## src/core/srf_consts.svh

```systemverilog
// Constants for the shift, rotate and flag unit
`ifndef SRF_CONSTS_SVH
`define SRF_CONSTS_SVH
`define SRF_FLAG_C 3'h0
`define SRF_FLAG_Z 3'h1
`define SRF_FLAG_N 3'h2
`define SRF_FLAG_V 3'h3
`define SRF_FLAG_S 3'h4
`define SRF_FLAG_H 3'h5
`define SRF_FLAG_T 3'h6
`define SRF_FLAG_I 3'h7
`define SRF_FLAGS_RST 8'h00
`define SRF_REG_RST 8'h00
`endif

```

## src/core/srf_pkg.sv

```systemverilog
// Types for the shift, rotate and flag unit
package srf_pkg;
  typedef enum logic [3:0] {
    SRF_NOP = 4'h0,
    SRF_LOGICAL_RIGHT_SHIFT = 4'h1,
    SRF_ROTATE_LEFT_CARRY = 4'h2,
    SRF_ROTATE_RIGHT_CARRY = 4'h3,
    SRF_ARITH_RIGHT_SHIFT = 4'h4,
    SRF_NIBBLE_SWAP = 4'h5,
    SRF_FLAG_SET_BY_INDEX = 4'h6,
    SRF_FLAG_CLEAR_BY_INDEX = 4'h7,
    SRF_REG_BIT_TO_TRANSFER = 4'h8,
    SRF_TRANSFER_TO_REG_BIT = 4'h9,
    SRF_CARRY_SET_OP = 4'hA,
    SRF_CARRY_CLEAR_OP = 4'hB,
    SRF_NEGATIVE_SET_OP = 4'hC,
    SRF_NEGATIVE_CLEAR_OP = 4'hD,
    SRF_ZERO_SET_OP = 4'hE,
    SRF_ZERO_CLEAR_OP = 4'hF
  } srf_op_type;
endpackage : srf_pkg

```

## src/core/srf_regfile.sv

```systemverilog
// General-purpose register file, 32 x 8, registered read ports
`timescale 1ns/1ps
`default_nettype none
`include "srf_consts.svh"
module srf_regfile (
  input wire logic clk,
  input wire logic rst_n,
  input wire logic [4:0] rd_addr_a,
  input wire logic [4:0] rd_addr_b,
  output logic [7:0] rd_data_a,
  output logic [7:0] rd_data_b,
  input wire logic wr_en,
  input wire logic [4:0] wr_addr,
  input wire logic [7:0] wr_data
);
  logic [7:0] mem_q [0:31];

  genvar gi;
  generate
    for (gi = 0; gi < 32; gi++) begin : g_word
      always_ff @(posedge clk or negedge rst_n) begin
        if (!rst_n) begin
          mem_q[gi] <= `SRF_REG_RST;
        end else if (wr_en && wr_addr == 5'(gi)) begin
          mem_q[gi] <= wr_data;
        end
      end
    end
  endgenerate

  always_ff @(posedge clk or negedge rst_n) begin
    if (!rst_n) begin
      rd_data_a <= `SRF_REG_RST;
      rd_data_b <= `SRF_REG_RST;
    end else begin
      rd_data_a <= (wr_en && wr_addr == rd_addr_a) ? wr_data : mem_q[rd_addr_a];
      rd_data_b <= (wr_en && wr_addr == rd_addr_b) ? wr_data : mem_q[rd_addr_b];
    end
  end
endmodule : srf_regfile
`default_nettype wire

```

## src/core/srf_unit.sv

```systemverilog
// Shift, rotate and status-flag execution unit
// Notes on behaviour
// RULE_01 - Logical right shift moves bits toward bit 0, loads 0 into bit 7, sets Z C N V, one cycle.
// RULE_02 - Rotate left through carry puts old C in bit 0, old bit 7 in C, sets Z C N V.
// RULE_03 - Rotate right through carry puts old C in bit 7, old bit 0 in C, sets Z C N V.
// RULE_04 - Arithmetic right shift keeps bit 7 and shifts bits 1..7 down, sets Z C N V.
// RULE_05 - Nibble swap exchanges the two halves in one cycle and leaves all flags alone.
// RULE_06 - Indexed flag set writes 1 into only the selected status bit in one cycle.
// RULE_07 - Indexed flag clear writes 0 into only the selected status bit in one cycle.
// RULE_08 - Register bit to transfer copies the selected source bit into T and nothing else.
// RULE_09 - Transfer to register bit copies T into the selected bit, other bits and flags kept.
// RULE_10 - Carry set and clear force C to 1 or 0 in one cycle touching no other flag.
// RULE_11 - Negative set and clear force N to 1 or 0 in one cycle.
// RULE_12 - Zero set and clear force Z to 1 or 0 in one cycle.
// RULE_13 - Interrupt enable sets the global I flag in one cycle.
// RULE_14 - Flags not named as affected by an operation keep their values.
`timescale 1ns/1ps
`default_nettype none
`include "srf_consts.svh"
module srf_unit
  import srf_pkg::*;
(
  input wire logic SYS_CLK,
  input wire logic RST_N,
  input wire logic OP_VALID,
  input wire logic [3:0] OP_CODE,
  input wire logic INT_ENABLE_OP,
  input wire logic [4:0] DEST_SEL,
  input wire logic [4:0] SRC_SEL,
  input wire logic [2:0] BIT_INDEX,
  input wire logic LOAD_EN,
  input wire logic [4:0] LOAD_ADDR,
  input wire logic [7:0] LOAD_DATA,
  input wire logic [4:0] PEEK_ADDR,
  output logic [7:0] PEEK_DATA,
  output logic [7:0] STATUS_FLAGS,
  output logic [7:0] RESULT,
  output logic BUSY
);
  srf_op_type op_q;
  logic exec_q;
  logic ie_q;
  logic [2:0] idx_q;
  logic [4:0] dest_q;
  logic [7:0] flags_q;
  logic [7:0] flags_d;
  logic [7:0] rd_val;
  logic [7:0] src_val;
  logic [7:0] res_d;
  logic res_wr;
  logic new_c;
  logic [4:0] addr_a;
  logic wr_en;
  logic [4:0] wr_addr;
  logic [7:0] wr_data;

  // Sets N, Z, C and V from a shift result; V is N xor C, S and H are kept
  function automatic logic [7:0] shift_flags(input logic [7:0] f, input logic [7:0] r,
                                             input logic c);
    logic [7:0] o;
    o = f;
    o[`SRF_FLAG_C] = c;
    o[`SRF_FLAG_Z] = (r == 8'h00);
    o[`SRF_FLAG_N] = r[7];
    o[`SRF_FLAG_V] = r[7] ^ c;
    return o; // RULE_14
  endfunction : shift_flags

  // Operands fetched in the issue cycle, executed in the next cycle, written back on the edge after
  assign addr_a = OP_VALID ? DEST_SEL : PEEK_ADDR;

  srf_regfile i_srf_regfile (
    .clk(SYS_CLK),
    .rst_n(RST_N),
    .rd_addr_a(addr_a),
    .rd_addr_b(SRC_SEL),
    .rd_data_a(rd_val),
    .rd_data_b(src_val),
    .wr_en(wr_en),
    .wr_addr(wr_addr),
    .wr_data(wr_data)
  );

  always_ff @(posedge SYS_CLK or negedge RST_N) begin
    if (!RST_N) begin
      op_q <= SRF_NOP;
      exec_q <= 1'b0;
      ie_q <= 1'b0;
      idx_q <= 3'h0;
      dest_q <= 5'h00;
    end else begin
      op_q <= srf_op_type'(OP_CODE);
      exec_q <= OP_VALID;
      ie_q <= OP_VALID && INT_ENABLE_OP;
      idx_q <= BIT_INDEX;
      dest_q <= DEST_SEL;
    end
  end

  always_comb begin
    flags_d = flags_q;
    res_d = rd_val;
    res_wr = 1'b0;
    new_c = 1'b0;
    if (exec_q && ie_q) begin
      flags_d[`SRF_FLAG_I] = 1'b1; // RULE_13
    end else if (exec_q) begin
      case (op_q)
        SRF_LOGICAL_RIGHT_SHIFT: begin
          res_d = {1'b0, rd_val[7:1]}; // RULE_01
          new_c = rd_val[0];
          res_wr = 1'b1;
          flags_d = shift_flags(flags_q, res_d, new_c); // RULE_01
        end
        SRF_ROTATE_LEFT_CARRY: begin
          res_d = {rd_val[6:0], flags_q[`SRF_FLAG_C]}; // RULE_02
          new_c = rd_val[7];
          res_wr = 1'b1;
          flags_d = shift_flags(flags_q, res_d, new_c); // RULE_02
        end
        SRF_ROTATE_RIGHT_CARRY: begin
          res_d = {flags_q[`SRF_FLAG_C], rd_val[7:1]}; // RULE_03
          new_c = rd_val[0];
          res_wr = 1'b1;
          flags_d = shift_flags(flags_q, res_d, new_c); // RULE_03
        end
        SRF_ARITH_RIGHT_SHIFT: begin
          res_d = {rd_val[7], rd_val[7:1]}; // RULE_04
          new_c = rd_val[0];
          res_wr = 1'b1;
          flags_d = shift_flags(flags_q, res_d, new_c); // RULE_04
        end
        SRF_NIBBLE_SWAP: begin
          res_d = {rd_val[3:0], rd_val[7:4]}; // RULE_05
          res_wr = 1'b1;
        end
        SRF_FLAG_SET_BY_INDEX: flags_d[idx_q] = 1'b1; // RULE_06
        SRF_FLAG_CLEAR_BY_INDEX: flags_d[idx_q] = 1'b0; // RULE_07
        SRF_REG_BIT_TO_TRANSFER: flags_d[`SRF_FLAG_T] = src_val[idx_q]; // RULE_08
        SRF_TRANSFER_TO_REG_BIT: begin
          res_d[idx_q] = flags_q[`SRF_FLAG_T]; // RULE_09
          res_wr = 1'b1;
        end
        SRF_CARRY_SET_OP: flags_d[`SRF_FLAG_C] = 1'b1; // RULE_10
        SRF_CARRY_CLEAR_OP: flags_d[`SRF_FLAG_C] = 1'b0; // RULE_10
        SRF_NEGATIVE_SET_OP: flags_d[`SRF_FLAG_N] = 1'b1; // RULE_11
        SRF_NEGATIVE_CLEAR_OP: flags_d[`SRF_FLAG_N] = 1'b0; // RULE_11
        SRF_ZERO_SET_OP: flags_d[`SRF_FLAG_Z] = 1'b1; // RULE_12
        SRF_ZERO_CLEAR_OP: flags_d[`SRF_FLAG_Z] = 1'b0; // RULE_12
        default: flags_d = flags_q; // RULE_14
      endcase
    end
  end

  // Execution writeback outranks an external load
  assign wr_en = res_wr || LOAD_EN;
  assign wr_addr = res_wr ? dest_q : LOAD_ADDR;
  assign wr_data = res_wr ? res_d : LOAD_DATA;

  always_ff @(posedge SYS_CLK or negedge RST_N) begin
    if (!RST_N) begin
      flags_q <= `SRF_FLAGS_RST;
    end else begin
      flags_q <= flags_d; // RULE_14
    end
  end

  always_ff @(posedge SYS_CLK or negedge RST_N) begin
    if (!RST_N) begin
      RESULT <= 8'h00;
    end else if (res_wr) begin
      RESULT <= res_d;
    end
  end

  assign PEEK_DATA = rd_val;
  assign STATUS_FLAGS = flags_q;
  assign BUSY = exec_q;

  AST_LOGIC_SHR_RESULT: assert property (@(posedge SYS_CLK) disable iff (!RST_N) // RULE_01
    exec_q && !ie_q && op_q == SRF_LOGICAL_RIGHT_SHIFT |=> RESULT == {1'b0, $past(rd_val[7:1])}
      && STATUS_FLAGS[`SRF_FLAG_C] == $past(rd_val[0]))
    else $error("logical right shift wrong");
  AST_ROT_LEFT_RESULT: assert property (@(posedge SYS_CLK) disable iff (!RST_N) // RULE_02
    exec_q && !ie_q && op_q == SRF_ROTATE_LEFT_CARRY |=> RESULT[0] == $past(flags_q[0])
      && STATUS_FLAGS[`SRF_FLAG_C] == $past(rd_val[7]))
    else $error("rotate left through carry wrong");
  AST_ROT_RIGHT_RESULT: assert property (@(posedge SYS_CLK) disable iff (!RST_N) // RULE_03
    exec_q && !ie_q && op_q == SRF_ROTATE_RIGHT_CARRY |=> RESULT[7] == $past(flags_q[0])
      && STATUS_FLAGS[`SRF_FLAG_C] == $past(rd_val[0]))
    else $error("rotate right through carry wrong");
  AST_ARITH_SHR_SIGN: assert property (@(posedge SYS_CLK) disable iff (!RST_N) // RULE_04
    exec_q && !ie_q && op_q == SRF_ARITH_RIGHT_SHIFT |=>
      RESULT == {$past(rd_val[7]), $past(rd_val[7:1])})
    else $error("arithmetic shift lost sign");
  AST_SHIFT_KEEPS_FLAGS: assert property (@(posedge SYS_CLK) disable iff (!RST_N) // RULE_14
    exec_q && !ie_q && (op_q == SRF_LOGICAL_RIGHT_SHIFT || op_q == SRF_ROTATE_LEFT_CARRY
      || op_q == SRF_ROTATE_RIGHT_CARRY || op_q == SRF_ARITH_RIGHT_SHIFT) |=>
      STATUS_FLAGS[7:4] == $past(flags_q[7:4]))
    else $error("shift touched an unnamed flag");
  AST_SWAP_FLAGS: assert property (@(posedge SYS_CLK) disable iff (!RST_N) // RULE_05
    exec_q && !ie_q && op_q == SRF_NIBBLE_SWAP |=> $stable(STATUS_FLAGS)
      && RESULT == {$past(rd_val[3:0]), $past(rd_val[7:4])})
    else $error("nibble swap wrong");
  AST_FLAG_SET_IDX: assert property (@(posedge SYS_CLK) disable iff (!RST_N) // RULE_06
    exec_q && !ie_q && op_q == SRF_FLAG_SET_BY_INDEX |=>
      STATUS_FLAGS == ($past(flags_q) | (8'h01 << $past(idx_q))))
    else $error("indexed flag set wrong");
  AST_FLAG_CLR_IDX: assert property (@(posedge SYS_CLK) disable iff (!RST_N) // RULE_07
    exec_q && !ie_q && op_q == SRF_FLAG_CLEAR_BY_INDEX |=>
      STATUS_FLAGS == ($past(flags_q) & ~(8'h01 << $past(idx_q))))
    else $error("indexed flag clear wrong");
  AST_BIT_TO_T: assert property (@(posedge SYS_CLK) disable iff (!RST_N) // RULE_08
    exec_q && !ie_q && op_q == SRF_REG_BIT_TO_TRANSFER |=>
      STATUS_FLAGS[`SRF_FLAG_T] == $past(src_val[idx_q])
      && STATUS_FLAGS[5:0] == $past(flags_q[5:0]))
    else $error("bit to transfer wrong");
  AST_T_TO_BIT: assert property (@(posedge SYS_CLK) disable iff (!RST_N) // RULE_09
    exec_q && !ie_q && op_q == SRF_TRANSFER_TO_REG_BIT |=>
      RESULT[$past(idx_q)] == $past(flags_q[6]) && $stable(STATUS_FLAGS))
    else $error("transfer to bit wrong");
  AST_CARRY_OPS: assert property (@(posedge SYS_CLK) disable iff (!RST_N) // RULE_10
    exec_q && !ie_q && (op_q == SRF_CARRY_SET_OP || op_q == SRF_CARRY_CLEAR_OP) |=>
      STATUS_FLAGS == {$past(flags_q[7:1]), $past(op_q == SRF_CARRY_SET_OP)})
    else $error("carry op wrong");
  AST_NEG_OPS: assert property (@(posedge SYS_CLK) disable iff (!RST_N) // RULE_11
    exec_q && !ie_q && (op_q == SRF_NEGATIVE_SET_OP || op_q == SRF_NEGATIVE_CLEAR_OP) |=>
      STATUS_FLAGS[`SRF_FLAG_N] == $past(op_q == SRF_NEGATIVE_SET_OP))
    else $error("negative op wrong");
  AST_ZERO_OPS: assert property (@(posedge SYS_CLK) disable iff (!RST_N) // RULE_12
    exec_q && !ie_q && (op_q == SRF_ZERO_SET_OP || op_q == SRF_ZERO_CLEAR_OP) |=>
      STATUS_FLAGS[`SRF_FLAG_Z] == $past(op_q == SRF_ZERO_SET_OP))
    else $error("zero op wrong");
  AST_IE_OP: assert property (@(posedge SYS_CLK) disable iff (!RST_N) // RULE_13
    OP_VALID && INT_ENABLE_OP |=> ##1 STATUS_FLAGS[`SRF_FLAG_I]
      && STATUS_FLAGS[6:0] == $past(flags_q[6:0]))
    else $error("interrupt enable wrong");
  AST_IDLE_FLAGS: assert property (@(posedge SYS_CLK) disable iff (!RST_N) // RULE_14
    !exec_q |=> $stable(STATUS_FLAGS))
    else $error("flags moved without operation");
endmodule : srf_unit
`default_nettype wire

```

## config.mk

```make
export PLATFORM = sky130hd
export DESIGN_NAME = srf_unit
export DESIGN_NICKNAME = d
export VERILOG_FILES = /design/src/core/srf_pkg.sv /design/src/core/srf_regfile.sv /design/src/core/srf_unit.sv
export VERILOG_INCLUDE_DIRS = /design/src /design/src/core
export SDC_FILE = /design/constraint.sdc
export NUM_CORES = 1
export LEC_CHECK = 0
export BUFFER_PORTS_ARGS = -buffer_cell sky130_fd_sc_hd__buf_2
export CAP_MARGIN = 25
export CORE_ASPECT_RATIO = 1.25
export CORE_MARGIN = 2
export CORE_UTILIZATION = 54
export DETAILED_ROUTE_END_ITERATION = 8
export PLACE_DENSITY = 0.71
export SLEW_MARGIN = 20
export SYNTH_ARGS = -nofsm -noshare
export SYNTH_HDL_FRONTEND = slang
export SYNTH_SLANG_ARGS = --single-unit
```

## constraint.sdc

```tcl
create_clock -name SYS_CLK -period 2.7 [get_ports SYS_CLK]
set_input_delay 0.135 -clock SYS_CLK [delete_from_list [all_inputs] [get_ports SYS_CLK]]
set_output_delay 0.135 -clock SYS_CLK [all_outputs]
set_load 0.01 [all_outputs]
```

==> run metrics <==
IO Count=65; WL per Instance=27.12 um; sequential element share of the synthesized area=41.81%; main flop type after synthesis=dfrtp_1; post-route setup TNS=0 ns; XOR/XNOR share of the synthesized area=less than 1%; cell-internal power=roughly 11,000 uW; Worst-Skew Late Latency=roughly 0.53 ns; CORE AREA=between 30,000 and 40,000 sq um; Post-synth ARST share=100.0%; cell leakage power=~0.0087 uW; Die W=roughly 170 um; synth top area cells=dfrtp_1 42%, mux2_2 17%, mux4_2 10%; ant diodes=0; Switching Share=approximately a third; Psw=5217 uW; routability congestion estimate=around 0.97; top cells by count, synth=302 x dfrtp_1, 269 x mux2_2, 141 x o21ai_0; CTS tree=yes; largest net degree at the start of global routing=104; Final nets=~1,800; RSZ-0062 raised after global routing=yes; Adder-Cell Fraction of Synth Area=less than 1%; CTS Buf Count=34; Setup Fix Bufs, Post-CTS=0; Combinational Power Share=between 20% and 30%; Clock Sinks=between 300 and 400; max_cap viols=0; post-synth top area share=a little over two fifths; H-tree levels=2; Synth area leader=dfrtp_1; Setup Viol. Count Final=0; period utilization=between 90% and 100%; Clock Skew=between 0.015 and 0.02 ns; status=completed; Clk pwr share=29.7%; share of cells above drive strength 1=~36%; max incr delay on CP=0.53 ns; fmax=0.3757 GHz; cells after synthesis=1,687; vias in the first global route=15,250; Synth Area in Simple Gates=between 10% and 20%; Synthesis Warnings=0; clk slew on worst S/H paths=~0.060 ns; CP Capture Type=flip-flop; worst min-delay path category=input port to flip-flop; crit path max-delay cell type=dlygate4sd3_1; Vert. Die Dim=about 210 um; syn_nets=1,728; hpwl dp=between 40 and 50 mm; type of the worst setup path=input port to flip-flop; final antenna-violating net count=0; Flop pwr share=43.1%; Filler cells=between 2,000 and 3,000; area of the mapped netlist=around 18,000 sq um; dpl cells=roughly 2,200; pre-CTS setup slack=-0.08955 ns; PwrDens=780.4 nW/um^2; max-slew violations=0; initial antenna violation count=0; multiplexer share of the synthesized area=~28%; Row Count=74; startpoint types=input port; Worst slew margin=between 30% and 40%; Max rail drop VDD=476.9 uV; Layout Area Growth over Synthesis=17.26%; EDFF count, synth=0; post-synthesis register bit count=between 300 and 400; Final min period=2.662 ns; GR Overflow Total=0; Die Area=between 30,000 and 40,000 sq um; CP Data Arrival Time=3.07 ns; first-pass GRT wire length=92.37 mm; final WL=roughly 61 mm; post-layout util=around 64%; Worst Path Required=3.11 ns; Crit Path Max Fanout=a little under 50; cell with the most instances after synthesis=dfrtp_1; largest family of logic cells by synthesized area=multiplexers; sum of buffers and inverters on the critical path=4; Initial DRC Count=1,591; final worst slack=approximately 0.038 ns; worst slew pin tran=approximately 0.95 ns; PortBufs=64; drt drc=0; final-report hold violation count=0; via count=around 16,000; Bufs on Longest Clock Path=3; cell family with most CP delay=buffers and inverters; Tot GR Track Use=about a third; Root Buffer=clkbuf_16; critical-path cell list=dlygate4sd3_1, clkbuf_4, buf_4, mux2i_4, buf_12, nor2b_1, a211oi_1, a31oi_1, a22oi_1, nand4_1, mux2_4; Initial Util=between 50% and 60%; compound-gate portion of the synthesized area=between 10% and 20%; Netlist cell types=70; post-DR vias/cell=approximately 6.9; final non-filler cell total=2,245; syn avg cell area=around 11 sq um; DR pass1 iterations=7
==> power groups by stage <==
stage	Combinational, uW	Clock [uW]	Sequential [uW]
global route	4790	5140	7290
CTS	4440	4940	7080
floorplan	3150	0	6690
detailed placement	4390	0	7140
global placement	4250	0	7050
finish	4500	4920	7120
==> flip-flops by register name, summed over array words and instances (netlist names), 3 cells and up <==
signal and cells:
i_srf_regfile.rd_data_b 8, i_srf_regfile.mem_q 256, STATUS_FLAGS 8, i_srf_regfile.rd_data_a 8, op_q 4, RESULT 8, dest_q 5, idx_q 3
==> worst reg2reg max path, delay by kind of cell, from the launching register on <==
| family | cells | cell delay [ns] |
|---|---|---|
| AOI/OAI and AO/OA | 1 | 0.08 |
| and+or+nand+nor | 5 | 1.43 |
| DFF | 1 | 0.43 |
| muxes | 1 | 0.33 |
| buffers and inverters | 1 | 0.22 |
==> stage by stage <==
step	total power, uW	cell area [sq um]	hold WS [ns]
detailed placement	11530	19830	0.2461
floorplan	9847	18070	-0.1606
global placement	11300	19830	0.2459
finish	16540	21190	0.2000
global route	17220	21190	0.2006
CTS	16450	21160	0.02013
==> layer usage <==
metal	wire length, um	vias up	share of wire [%]	GRT usage [%]
li1	-	6550	-	-
met1	21340	7640	35	41.48
met2	28230	1008	46	55.49
met3	5520	315	9.1	6.734
met4	5784	0	9.5	27.26
met5	0	-	0	0
==> logic make-up after synthesis <==
| kind of cell | after synthesis |
|---|---|
| mux | 371 |
| buf+inv | 151 |
| xor+xnor | 8 |
| fa+ha+maj | 1 |
| flops | 302 |
| compound gates | 397 |
| simple gates | 457 |
==> cell type report <==
class	instances	area, sq um	area share (%)
tap	418	523.0	2.468
sequential	302	7557	35.66
clock buffer	50	1052	4.965
multi-input combinational	1234	10000	47.20
clock inverter	8	125.1	0.5904
inverter	20	75.07	0.3542
timing repair buffer	213	1858	8.767
==> final timing paths <==
kind,slack [ns],startpoint,endpoint,cells past startpoint
worst max-delay path,0.04,OP_VALID,i_srf_regfile.rd_data_a[0],11
worst min-delay path,0.20,SRC_SEL[4],i_srf_regfile.rd_data_b[3],4
worst max register to register,0.10,op_q[2],i_srf_regfile.rd_data_a[0],8
worst min register to register,0.50,RESULT[7],RESULT[7],2
max in group asynchronous,1.54,RST_N,i_srf_regfile.mem_q[193],3
min in group asynchronous,0.24,RST_N,op_q[1],2
==> layout by cell type, fill, tap and decap left out, drive strengths merged, types with 7 or more instances in the layout <==
cell / instances
a311oi: 7
nor2: 145
nor2b: 56
a21oi: 27
a211oi: 28
inv: 21
o21ai: 144
mux4: 81
a31oi: 41
clkbuf: 51
o211ai: 7
o22ai: 44
dfrtp: 302
o31ai: 17
nor3: 24
nand4: 13
buf: 197
dlygate4sd3: 15
mux2i: 12
a22oi: 25
nand3: 29
o221ai: 8
nand2b: 26
nand2: 132
xnor2: 8
and2: 9
mux2: 278
==> what timing repair did <==
action	in CTS	in global routing
hold buffers	14	1
cloned	0	0
hold endpoints to repair	107	1
pin swaps	0	0
gates resized for setup	1	8
endpoints found under the setup margin	34	66
No activity file was read; power rests on OpenSTA's default activity.
